<file path="src/sbc_regs.svh">
// register offsets, field positions, reset values and timing counts of the serial bus control block
`ifndef SBC_REGS_SVH
`define SBC_REGS_SVH

// register byte offsets on the apb bus
`define SBC_OFF_CTRL   12'h000
`define SBC_OFF_DATA   12'h004
`define SBC_OFF_STAT   12'h008
`define SBC_OFF_MASK   12'h00C

// serial_bus_control_b field positions
`define SBC_B_ROLE     7
`define SBC_B_DIR      6
`define SBC_B_BUSY     5
`define SBC_B_CANCEL   4
`define SBC_B_MODE_HI  3
`define SBC_B_MODE_LO  2
`define SBC_B_SRST_HI  1
`define SBC_B_SRST_LO  0

// reset values
`define SBC_CTRL_RST   8'h10
`define SBC_MODE_RST   2'h0
`define SBC_SRST_RST   2'h0
`define SBC_BYTE_RST   8'h00
`define SBC_EV_RST     3'h0

// operating modes
`define SBC_MODE_PORT  2'h0
`define SBC_MODE_SIO   2'h1

// event bits of the status and mask registers
`define SBC_EV_W       3
`define SBC_EV_XFER    0
`define SBC_EV_START   1
`define SBC_EV_STOP    2

// timing: half period of a generated serial clock, least time, rounded up
`define SBC_CLK_NS     8
`define SBC_HALF_NS    64
`define SBC_HALF_CYC   ((`SBC_HALF_NS + `SBC_CLK_NS - 1) / `SBC_CLK_NS)
`define SBC_DIV_W      4
`define SBC_DIV_LAST   (`SBC_DIV_W'(`SBC_HALF_CYC - 1))
`define SBC_DIV_ZERO   4'h0

// bits per serial unit
`define SBC_CNT_W      4
`define SBC_CNT_ZERO   4'h0
`define SBC_CNT_LAST   4'h7

`endif

</file>
<file path="src/sbc_pkg.sv">
// types shared by the serial bus control block
`default_nettype none
package sbc_pkg;
   // start and stop condition sequencer states
   typedef enum logic [4:0] {
      SBC_IDLE = 5'h01,
      SBC_ST_A = 5'h02,
      SBC_ST_B = 5'h04,
      SBC_SP_A = 5'h08,
      SBC_SP_B = 5'h10
   } sbc_cond_t;
endpackage : sbc_pkg
`default_nettype wire

</file>
<file path="src/sbc_link_if.sv">
// interface between the control block and its 8-bit shift engine
`timescale 1ns/1ps
`default_nettype none
interface sbc_link_if;
   logic       load;
   logic [7:0] tx;
   logic       rise;
   logic       sdi;
   logic [7:0] rx;
   logic       done;
   logic       busy;
   logic       sdo;
   modport ctl (output load, output tx, output rise, output sdi,
                input rx, input done, input busy, input sdo);
   modport eng (input load, input tx, input rise, input sdi,
                output rx, output done, output busy, output sdo);
endinterface : sbc_link_if
`default_nettype wire

</file>
<file path="src/sbc_shifter.sv">
// 8-bit shift engine of the clocked serial port
`timescale 1ns/1ps
`default_nettype none
`include "sbc_regs.svh"
module sbc_shifter
   import sbc_pkg::*;
(
   input wire logic i_mclk,
   input wire logic i_rst_n,
   sbc_link_if.eng  lnk
);
   logic [7:0]            sh_q,   sh_d;
   logic [7:0]            rx_q,   rx_d;
   logic [`SBC_CNT_W-1:0] cnt_q,  cnt_d;
   logic                  busy_q, busy_d;
   logic                  done_q, done_d;

   ////////////////////////////////////////////////////////////////////////
   // load a byte, then shift one bit in on every rising serial clock edge
   always_comb begin
      sh_d   = sh_q;
      rx_d   = rx_q;
      cnt_d  = cnt_q;
      busy_d = busy_q;
      done_d = 1'b0;
      if (lnk.load) begin
         sh_d   = lnk.tx;
         cnt_d  = `SBC_CNT_ZERO;
         busy_d = 1'b1;
      end else if (busy_q && lnk.rise) begin
         sh_d  = {sh_q[6:0], lnk.sdi};
         cnt_d = cnt_q + 1'b1;
         if (cnt_q == `SBC_CNT_LAST) begin // 8-bit unit complete
            busy_d = 1'b0;
            done_d = 1'b1;
            rx_d   = {sh_q[6:0], lnk.sdi};
         end
      end
   end

   // shift state registers
   always_ff @(posedge i_mclk or negedge i_rst_n) begin
      if (!i_rst_n) begin
         sh_q   <= `SBC_BYTE_RST;
         rx_q   <= `SBC_BYTE_RST;
         cnt_q  <= `SBC_CNT_ZERO;
         busy_q <= 1'b0;
         done_q <= 1'b0;
      end else begin
         sh_q   <= sh_d;
         rx_q   <= rx_d;
         cnt_q  <= cnt_d;
         busy_q <= busy_d;
         done_q <= done_d;
      end
   end

   // msb first on the data line
   assign lnk.sdo  = sh_q[7];
   assign lnk.rx   = rx_q;
   assign lnk.done = done_q;
   assign lnk.busy = busy_q;
endmodule : sbc_shifter
`default_nettype wire

</file>
<file path="src/sbc_top.sv">
// serial bus control block: apb registers, start/stop sequencer, clocked serial port
// Summary of operation
// - role bit: 0 slave, 1 master
// - direction bit: 0 receiver, 1 transmitter
// - writing busy bit 0 with role, direction and cancel bits 1 generates stop, except in port mode
// - writing busy bit 1 with role, direction and cancel bits 1 generates start, except in port mode
// - cancel bit 1 withdraws pending request
// - mode 00: port mode, outputs disabled
// - mode 01: clocked serial, 8-bit units
//
// The register addresses and register access over APB are this design's own decisions.
`timescale 1ns/1ps
`default_nettype none
`include "sbc_regs.svh"
module sbc_top
   import sbc_pkg::*;
(
   input  wire logic        i_mclk,
   input  wire logic        i_rst_n,
   input  wire logic        i_psel,
   input  wire logic        i_penable,
   input  wire logic        i_pwrite,
   input  wire logic [11:0] i_paddr,
   input  wire logic [31:0] i_pwdata,
   output var  logic [31:0] o_prdata,
   output var  logic        o_pready,
   output var  logic        o_pslverr,
   input  wire logic        i_scl,
   output var  logic        o_scl,
   output var  logic        o_scl_oe,
   input  wire logic        i_sda,
   output var  logic        o_sda,
   output var  logic        o_sda_oe,
   output var  logic        o_irq
);
   ////////////////////////////////////////////////////////////////////////
   // declarations
   sbc_link_if lnk ();

   logic [1:0]            sync1_q;
   logic [1:0]            sync2_q;
   logic                  scl_prev_q;
   logic                  role_q,    role_d;
   logic                  dir_q,     dir_d;
   logic [1:0]            mode_q,    mode_d;
   logic [1:0]            srst_q,    srst_d;
   logic                  pend_q,    pend_d;
   logic [`SBC_EV_W-1:0]  stat_q,    stat_d;
   logic [`SBC_EV_W-1:0]  mask_q,    mask_d;
   logic [`SBC_DIV_W-1:0] div_q,     div_d;
   sbc_cond_t             cond_q,    cond_d;
   logic                  busy_q,    busy_d;
   logic                  scl_lo_q,  scl_lo_d;
   logic                  sda_lo_q,  sda_lo_d;
   logic                  sclk_q,    sclk_d;
   logic [31:0]           rdata_q,   rdata_d;
   logic                  pscl_q,    pscl_d;
   logic                  pscl_oe_q, pscl_oe_d;
   logic                  psda_q,    psda_d;
   logic                  psda_oe_q, psda_oe_d;
   logic                  wr_acc;
   logic                  ctrl_wr;
   logic                  data_wr;
   logic                  stat_wr;
   logic                  mask_wr;
   logic                  cmd_ok;
   logic                  start_req;
   logic                  stop_req;
   logic                  cancel;
   logic                  tick;
   logic                  ev_start;
   logic                  ev_stop;
   logic [`SBC_EV_W-1:0]  ev;
   logic                  sio_mode;
   logic                  ext_rise;
   logic                  own_rise;

   ////////////////////////////////////////////////////////////////////////
   // address decode, used for every register
   function automatic logic hit(input logic [11:0] addr, input logic [11:0] off);
      return addr == off;
   endfunction : hit

   function automatic logic mapped(input logic [11:0] addr);
      return hit(addr, `SBC_OFF_CTRL) || hit(addr, `SBC_OFF_DATA)
          || hit(addr, `SBC_OFF_STAT) || hit(addr, `SBC_OFF_MASK);
   endfunction : mapped

   // write strobes, effective in the access phase only
   assign wr_acc  = i_psel && i_penable && i_pwrite && mapped(i_paddr);
   assign ctrl_wr = wr_acc && hit(i_paddr, `SBC_OFF_CTRL);
   assign data_wr = wr_acc && hit(i_paddr, `SBC_OFF_DATA);
   assign stat_wr = wr_acc && hit(i_paddr, `SBC_OFF_STAT);
   assign mask_wr = wr_acc && hit(i_paddr, `SBC_OFF_MASK);

   // zero wait state slave; unmapped addresses answer with an error
   assign o_pready  = 1'b1;
   assign o_pslverr = i_psel && i_penable && !mapped(i_paddr);

   ////////////////////////////////////////////////////////////////////////
   // pin synchronisers: first stage feeds only the second stage
   always_ff @(posedge i_mclk or negedge i_rst_n) begin
      if (!i_rst_n) begin
         sync1_q    <= 2'h3;
         sync2_q    <= 2'h3;
         scl_prev_q <= 1'b1;
      end else begin
         sync1_q    <= {i_sda, i_scl};
         sync2_q    <= sync1_q;
         scl_prev_q <= sync2_q[0];
      end
   end

   ////////////////////////////////////////////////////////////////////////
   // control command decode
   assign cmd_ok    = i_pwdata[`SBC_B_ROLE] && i_pwdata[`SBC_B_DIR]
                   && i_pwdata[`SBC_B_CANCEL];
   assign start_req = ctrl_wr && cmd_ok && i_pwdata[`SBC_B_BUSY]
                   && (i_pwdata[`SBC_B_MODE_HI:`SBC_B_MODE_LO] != `SBC_MODE_PORT);
   assign stop_req  = ctrl_wr && cmd_ok && !i_pwdata[`SBC_B_BUSY]
                   && (i_pwdata[`SBC_B_MODE_HI:`SBC_B_MODE_LO] != `SBC_MODE_PORT);
   assign cancel    = ctrl_wr && i_pwdata[`SBC_B_CANCEL];
   assign sio_mode  = (mode_q == `SBC_MODE_SIO);

   // control fields, pending request, status and mask
   always_comb begin
      role_d = role_q;
      dir_d  = dir_q;
      mode_d = mode_q;
      srst_d = srst_q;
      mask_d = mask_q;
      if (ctrl_wr) begin
         role_d = i_pwdata[`SBC_B_ROLE];
         dir_d  = i_pwdata[`SBC_B_DIR];
         mode_d = i_pwdata[`SBC_B_MODE_HI:`SBC_B_MODE_LO];
         srst_d = i_pwdata[`SBC_B_SRST_HI:`SBC_B_SRST_LO];
      end
      if (mask_wr) begin
         mask_d = i_pwdata[`SBC_EV_W-1:0];
      end
      // a new event wins over a cancel or a clear in the same cycle
      pend_d = (pend_q && !cancel) || (|ev);
      stat_d = (stat_q & ~(stat_wr ? i_pwdata[`SBC_EV_W-1:0] : `SBC_EV_RST)) | ev;
   end

   // register storage
   always_ff @(posedge i_mclk or negedge i_rst_n) begin
      if (!i_rst_n) begin
         role_q <= 1'b0;
         dir_q  <= 1'b0;
         mode_q <= `SBC_MODE_RST;
         srst_q <= `SBC_SRST_RST;
         pend_q <= 1'b0;
         stat_q <= `SBC_EV_RST;
         mask_q <= `SBC_EV_RST;
      end else begin
         role_q <= role_d;
         dir_q  <= dir_d;
         mode_q <= mode_d;
         srst_q <= srst_d;
         pend_q <= pend_d;
         stat_q <= stat_d;
         mask_q <= mask_d;
      end
   end

   // events of this block
   always_comb begin
      ev                = `SBC_EV_RST;
      ev[`SBC_EV_XFER]  = lnk.done;
      ev[`SBC_EV_START] = ev_start;
      ev[`SBC_EV_STOP]  = ev_stop;
   end

   // level interrupt while an unmasked status bit is set
   assign o_irq = |(stat_q & mask_q);

   ////////////////////////////////////////////////////////////////////////
   // half period divider of the generated serial clock
   always_comb begin
      tick  = (div_q == `SBC_DIV_LAST);
      div_d = tick ? `SBC_DIV_ZERO : div_q + 1'b1;
   end

   always_ff @(posedge i_mclk or negedge i_rst_n) begin
      if (!i_rst_n) begin
         div_q <= `SBC_DIV_ZERO;
      end else begin
         div_q <= div_d;
      end
   end

   ////////////////////////////////////////////////////////////////////////
   // start and stop condition sequencer, one divider tick per step
   always_comb begin
      cond_d   = cond_q;
      busy_d   = busy_q;
      scl_lo_d = scl_lo_q;
      sda_lo_d = sda_lo_q;
      ev_start = 1'b0;
      ev_stop  = 1'b0;
      unique case (cond_q)
         SBC_IDLE: begin
            if (start_req) begin
               cond_d   = SBC_ST_A;
               scl_lo_d = 1'b0;
               sda_lo_d = 1'b0;
            end else if (stop_req) begin
               cond_d   = SBC_SP_A;
               scl_lo_d = 1'b0;
               sda_lo_d = 1'b1;
            end
         end
         SBC_ST_A: begin
            // data falls while the clock stays released
            if (tick) begin
               cond_d   = SBC_ST_B;
               sda_lo_d = 1'b1;
            end
         end
         SBC_ST_B: begin
            if (tick) begin
               cond_d   = SBC_IDLE;
               scl_lo_d = 1'b1;
               busy_d   = 1'b1;
               ev_start = 1'b1;
            end
         end
         SBC_SP_A: begin
            // data rises while the clock stays released
            if (tick) begin
               cond_d   = SBC_SP_B;
               sda_lo_d = 1'b0;
            end
         end
         SBC_SP_B: begin
            if (tick) begin
               cond_d  = SBC_IDLE;
               busy_d  = 1'b0;
               ev_stop = 1'b1;
            end
         end
         default: begin
            cond_d = SBC_IDLE;
         end
      endcase
   end

   always_ff @(posedge i_mclk or negedge i_rst_n) begin
      if (!i_rst_n) begin
         cond_q   <= SBC_IDLE;
         busy_q   <= 1'b0;
         scl_lo_q <= 1'b0;
         sda_lo_q <= 1'b0;
      end else begin
         cond_q   <= cond_d;
         busy_q   <= busy_d;
         scl_lo_q <= scl_lo_d;
         sda_lo_q <= sda_lo_d;
      end
   end

   ////////////////////////////////////////////////////////////////////////
   // clocked serial port: master makes the clock, slave samples it
   assign ext_rise = sync2_q[0] && !scl_prev_q;
   assign own_rise = tick && !sclk_q && lnk.busy;

   always_comb begin
      sclk_d = sclk_q;
      if (role_q && lnk.busy && tick) begin
         sclk_d = !sclk_q;
      end else if (!lnk.busy) begin
         sclk_d = 1'b1;
      end
   end

   always_ff @(posedge i_mclk or negedge i_rst_n) begin
      if (!i_rst_n) begin
         sclk_q <= 1'b1;
      end else begin
         sclk_q <= sclk_d;
      end
   end

   // a data write in serial mode starts one 8-bit unit when no unit is in progress
   assign lnk.load = data_wr && sio_mode && !lnk.busy;
   assign lnk.tx   = i_pwdata[7:0];
   assign lnk.rise = sio_mode && (role_q ? own_rise : ext_rise);
   assign lnk.sdi  = sync2_q[1];

   sbc_shifter u_shifter (
      .i_mclk  (i_mclk),
      .i_rst_n (i_rst_n),
      .lnk     (lnk)
   );

   ////////////////////////////////////////////////////////////////////////
   // pin drivers: port mode releases both lines
   always_comb begin
      pscl_d    = 1'b0;
      pscl_oe_d = 1'b0;
      psda_d    = 1'b0;
      psda_oe_d = 1'b0;
      if (mode_q == `SBC_MODE_PORT) begin
         pscl_oe_d = 1'b0;
         psda_oe_d = 1'b0;
      end else if (sio_mode) begin
         pscl_d    = sclk_q;
         pscl_oe_d = role_q;
         psda_d    = lnk.sdo;
         psda_oe_d = dir_q;
      end else begin
         // open drain: enable only while pulling low
         pscl_oe_d = scl_lo_q;
         psda_oe_d = sda_lo_q;
      end
   end

   always_ff @(posedge i_mclk or negedge i_rst_n) begin
      if (!i_rst_n) begin
         pscl_q    <= 1'b0;
         pscl_oe_q <= 1'b0;
         psda_q    <= 1'b0;
         psda_oe_q <= 1'b0;
      end else begin
         pscl_q    <= pscl_d;
         pscl_oe_q <= pscl_oe_d;
         psda_q    <= psda_d;
         psda_oe_q <= psda_oe_d;
      end
   end

   assign o_scl    = pscl_q;
   assign o_scl_oe = pscl_oe_q;
   assign o_sda    = psda_q;
   assign o_sda_oe = psda_oe_q;

   ////////////////////////////////////////////////////////////////////////
   // read data, captured in the setup phase
   always_comb begin
      rdata_d = rdata_q;
      if (i_psel && !i_penable) begin
         rdata_d = 32'h0000_0000;
         if (hit(i_paddr, `SBC_OFF_CTRL)) begin
            rdata_d[`SBC_B_ROLE]                  = role_q;
            rdata_d[`SBC_B_DIR]                   = dir_q;
            rdata_d[`SBC_B_BUSY]                  = busy_q;
            rdata_d[`SBC_B_CANCEL]                = !pend_q;         // reads 1 when nothing pending
            rdata_d[`SBC_B_MODE_HI:`SBC_B_MODE_LO] = mode_q;
            rdata_d[`SBC_B_SRST_HI:`SBC_B_SRST_LO] = srst_q;
         end else if (hit(i_paddr, `SBC_OFF_DATA)) begin
            rdata_d[7:0] = lnk.rx;
         end else if (hit(i_paddr, `SBC_OFF_STAT)) begin
            rdata_d[`SBC_EV_W-1:0] = stat_q;
         end else if (hit(i_paddr, `SBC_OFF_MASK)) begin
            rdata_d[`SBC_EV_W-1:0] = mask_q;
         end
      end
   end

   always_ff @(posedge i_mclk or negedge i_rst_n) begin
      if (!i_rst_n) begin
         rdata_q <= 32'h0000_0000;
      end else begin
         rdata_q <= rdata_d;
      end
   end

   assign o_prdata = rdata_q;
endmodule : sbc_top
`default_nettype wire

</file>
<file path="config.mk">
export PLATFORM = sky130hd
export DESIGN_NAME = sbc_top
export DESIGN_NICKNAME = d
export VERILOG_FILES = /design/src/sbc_pkg.sv /design/src/sbc_link_if.sv /design/src/sbc_shifter.sv /design/src/sbc_top.sv
export VERILOG_INCLUDE_DIRS = /design/src
export SDC_FILE = /design/constraint.sdc
export NUM_CORES = 1
export LEC_CHECK = 0
export ABC_AREA = 1
export ABC_CLOCK_PERIOD_IN_PS = 1900
export BUFFER_PORTS_ARGS = -buffer_cell sky130_fd_sc_hd__buf_2
export CORE_UTILIZATION = 53
export DETAILED_ROUTE_END_ITERATION = 8
export PLACE_DENSITY = 0.81
export SETUP_SLACK_MARGIN = 0.05
export SKIP_LAST_GASP = 1
export SYNTH_ARGS = -nofsm -noshare
export SYNTH_HDL_FRONTEND = slang
export SYNTH_SLANG_ARGS = --single-unit
export TNS_END_PERCENT = 30
</file>
<file path="constraint.sdc">
create_clock -name i_mclk -period 1.9 [get_ports i_mclk]
set_input_delay 0.475 -clock i_mclk [delete_from_list [all_inputs] [get_ports i_mclk]]
set_output_delay 0.475 -clock i_mclk [all_outputs]
set_load 0.1 [all_outputs]
</file>
==> out/metrics.yaml <==
floorplan:
  rows: 28
  start_util_pct: 55.6
  ioPinCount: 90
  fp.coreArea_um2: 5990
  fp.dieW_um: 81.3
  dieArea_um2: 6610
  die_h_um: 81.3
grt:
  grt_pass1_wl_um: 11300
  grt_max_degree: 66
  grt_pass1_vias: 2527
  track_usage_pct: 23.4
  grt-ovfl-total: 0
  grt_antenna_before_repair: 0
sta:
  layout_min_cycle_time_ns: 1.82
  finalCritPeriodShare_pct: 95.6
  fmax_mhz: 550
  slew_viol_final: 0
  fin_skew_ns: 0.0103
  hold_violations: 0
  finalWorstSetupSlack_ns: 0.0830
  grt_setup_unrepaired: "no"
  hold_ws_ns: 0.131
  setup_violations: 0
  setup_tns_ns: 0
routing:
  routed_via_density: 5.13
  num_vias: 2769
  routedWlPerCell_um: 12.8
  first_iter_violations: 95
  drtPass1Iterations: 4
  detail-route-antenna-nets: 0
  drc: 0
  finalWirelength_um: 6890
critical_path:
  criticalPathCategory: "input pin to output port"
  required_ns: 1.42
  arrival_ns: 1.34
  cp_max_fo: 2
  endpoint_kind: "output port"
  critPathLaunchType: "input pin"
outcome:
  status: "completed"
yosys:
  synth_area_leaders: "dfrtp_1 (44%), nand2_1 (10%), buf_4 (6.1%)"
  netlist.area_leader.share_pct: 43.6
  synth_area_um2: 3330
  synth_cell_types: 38
  syn_area_per_cell_um2: 8.46
  synth.yosys.seq_area_share_pct: 49.1
  yosysWarnings: 0
  ys_seq_elements: 65
  synth_cells: 394
  synth_top_cell_by_area: "dfrtp_1"
power_and_ir_drop:
  peakVddDrop_mv: 0.626
  leakagePower_uw: 0.00206
  powerDensity_nw_per_um2: 871
cells_and_area:
  utilization_pct: 66.0
  fin_cells: 540
  fin_nets: 513
  synthToLayoutAreaGrowth_pct: 18.7
  filler_cell_count: 496
  layout.cells.most_common: "nand2_1"
  drive_gt1_share_pct: 26.7
  final_cell_mix: "nand2_1 (88), dfrtp_1 (58), inv_1 (41)"
  diodes: 0
placement:
  dp_hpwl_um: 5100
  portBuffers: 40
  place.gp.congestion: 0.862
  pre_cts_slack_ns: -0.0930
  placed_cells: 520
clocking:
  clkTransAtPathRegs_ns: 0.07
  cts_tree: "yes"
  postCtsHoldBufs: 0
  cts_root_buffer: "clkbuf_8"
  clock-sinks: 65
  h-tree-depth: 3
  clk_latency_ns: 0.34
  numCtsBuffers: 9
  clockBufferDepth: 2
job:
  max_cap_viol_count: 0
worst_hold_path:
  min_path_type: "input pin to async pin"
## path summary, 6_finish.rpt
check | slack [ns] | end | startpoint | cells after the start
worst max-delay path | 0.08 | o_pslverr | i_paddr[3] | 7
worst min-delay path | 0.13 | o_prdata[3] | i_rst_n | 2
worst max register to register | 0.19 | u_shifter.lnk.rx[4] | div_q[0] | 10
worst min register to register | 0.35 | sync2_q[1] | sync1_q[1] | 0
max in group asynchronous | 1.45 | cond_q[0] | i_rst_n | 2
min in group i_mclk | 0.23 | sync1_q[0] | i_scl | 1
## per-stage QoR
step | instance area, um2 | total power, uW
final | 3960 | 3440
after global placement | 3680 | 2210
after global routing | 3960 | 3620
after detailed placement | 3680 | 2240
after floorplan | 3430 | 2120
after CTS | 3890 | 3470
## state kept, by name, indices dropped and copies added (netlist names), 2 cells and up
signal	count
o_prdata	8
u_shifter.lnk.rx	8
u_shifter.sh_q	8
cond_q	5
div_q	4
u_shifter.cnt_q	4
mask_q	3
stat_q	3
mode_q	2
srst_q	2
sync1_q	2
sync2_q	2
## per-layer routing
metal,wire [um],part of all wire [%],track usage (%),up-vias
met4,194,2.8,11.1,0
li1,-,-,-,1358
met5,0,0,0,-
met3,355,5.2,7.53,17
met2,3300,48,37.1,81
met1,3040,44,28.9,1313
## power breakdown
part | switching (uW) | internal, uW | total, uW
logic | 583 | 150 | 733
registers | 32.1 | 1460 | 1490
clock network | 510 | 713 | 1220
total | 1130 | 2320 | 3440
## cell type report
cell class | count | area (um2) | share of cell area [%]
clock buffers | 14 | 173 | 4.37
clock inverters | 2 | 35.0 | 0.886
inverters | 44 | 166 | 4.21
multi-input cells | 274 | 1410 | 35.7
flip-flops and latches | 65 | 1640 | 41.3
well taps | 75 | 93.8 | 2.37
repair buffers | 66 | 438 | 11.1
## repair_timing
action	CTS	global route
pin swaps	0	4
resized for setup	2	10
setup endpoints to repair	2	9
setup buffers	0	4
## worst max-delay path: stages
cell and delay [ns]:
buf_2 0.11, buf_4 0.14, nor3_4 0.24, o21ai_4 0.09, nand2_4 0.08, nor2_4 0.04, buf_12 0.16
## synthesized netlist by cell type, drive strengths merged
cell    number
xor2         3
nor2        41
a21oi        1
a31o         1
nor3         5
o22ai        2
mux2i        1
clkbuf       3
nand4        9
buf         31
dfstp        7
o221ai       3
conb         2
dfrtp       58
clkinv       1
nand2       97
a31oi        3
ha           2
inv         43
o22a         2
nand3b       1
nand3       39
o21ai       39
## cells by family (layout without fill, tap and decap cells)
logic type | after synthesis | after routing | synth area share, %
xor gates and xnor gates | 3 | 3 | 0.789
and+or+nand+nor | 192 | 192 | 26.7
muxes | 1 | 1 | 0.300
AOI/OAI and AO/OA | 51 | 51 | 9.76
adders and majority gates | 2 | 2 | 0.751
other | 2 | 25 | 0.225
buffers and inverters | 78 | 126 | 12.4
DFF | 65 | 65 | 49.1
Note: power is estimated with default switching activity, not from simulation.
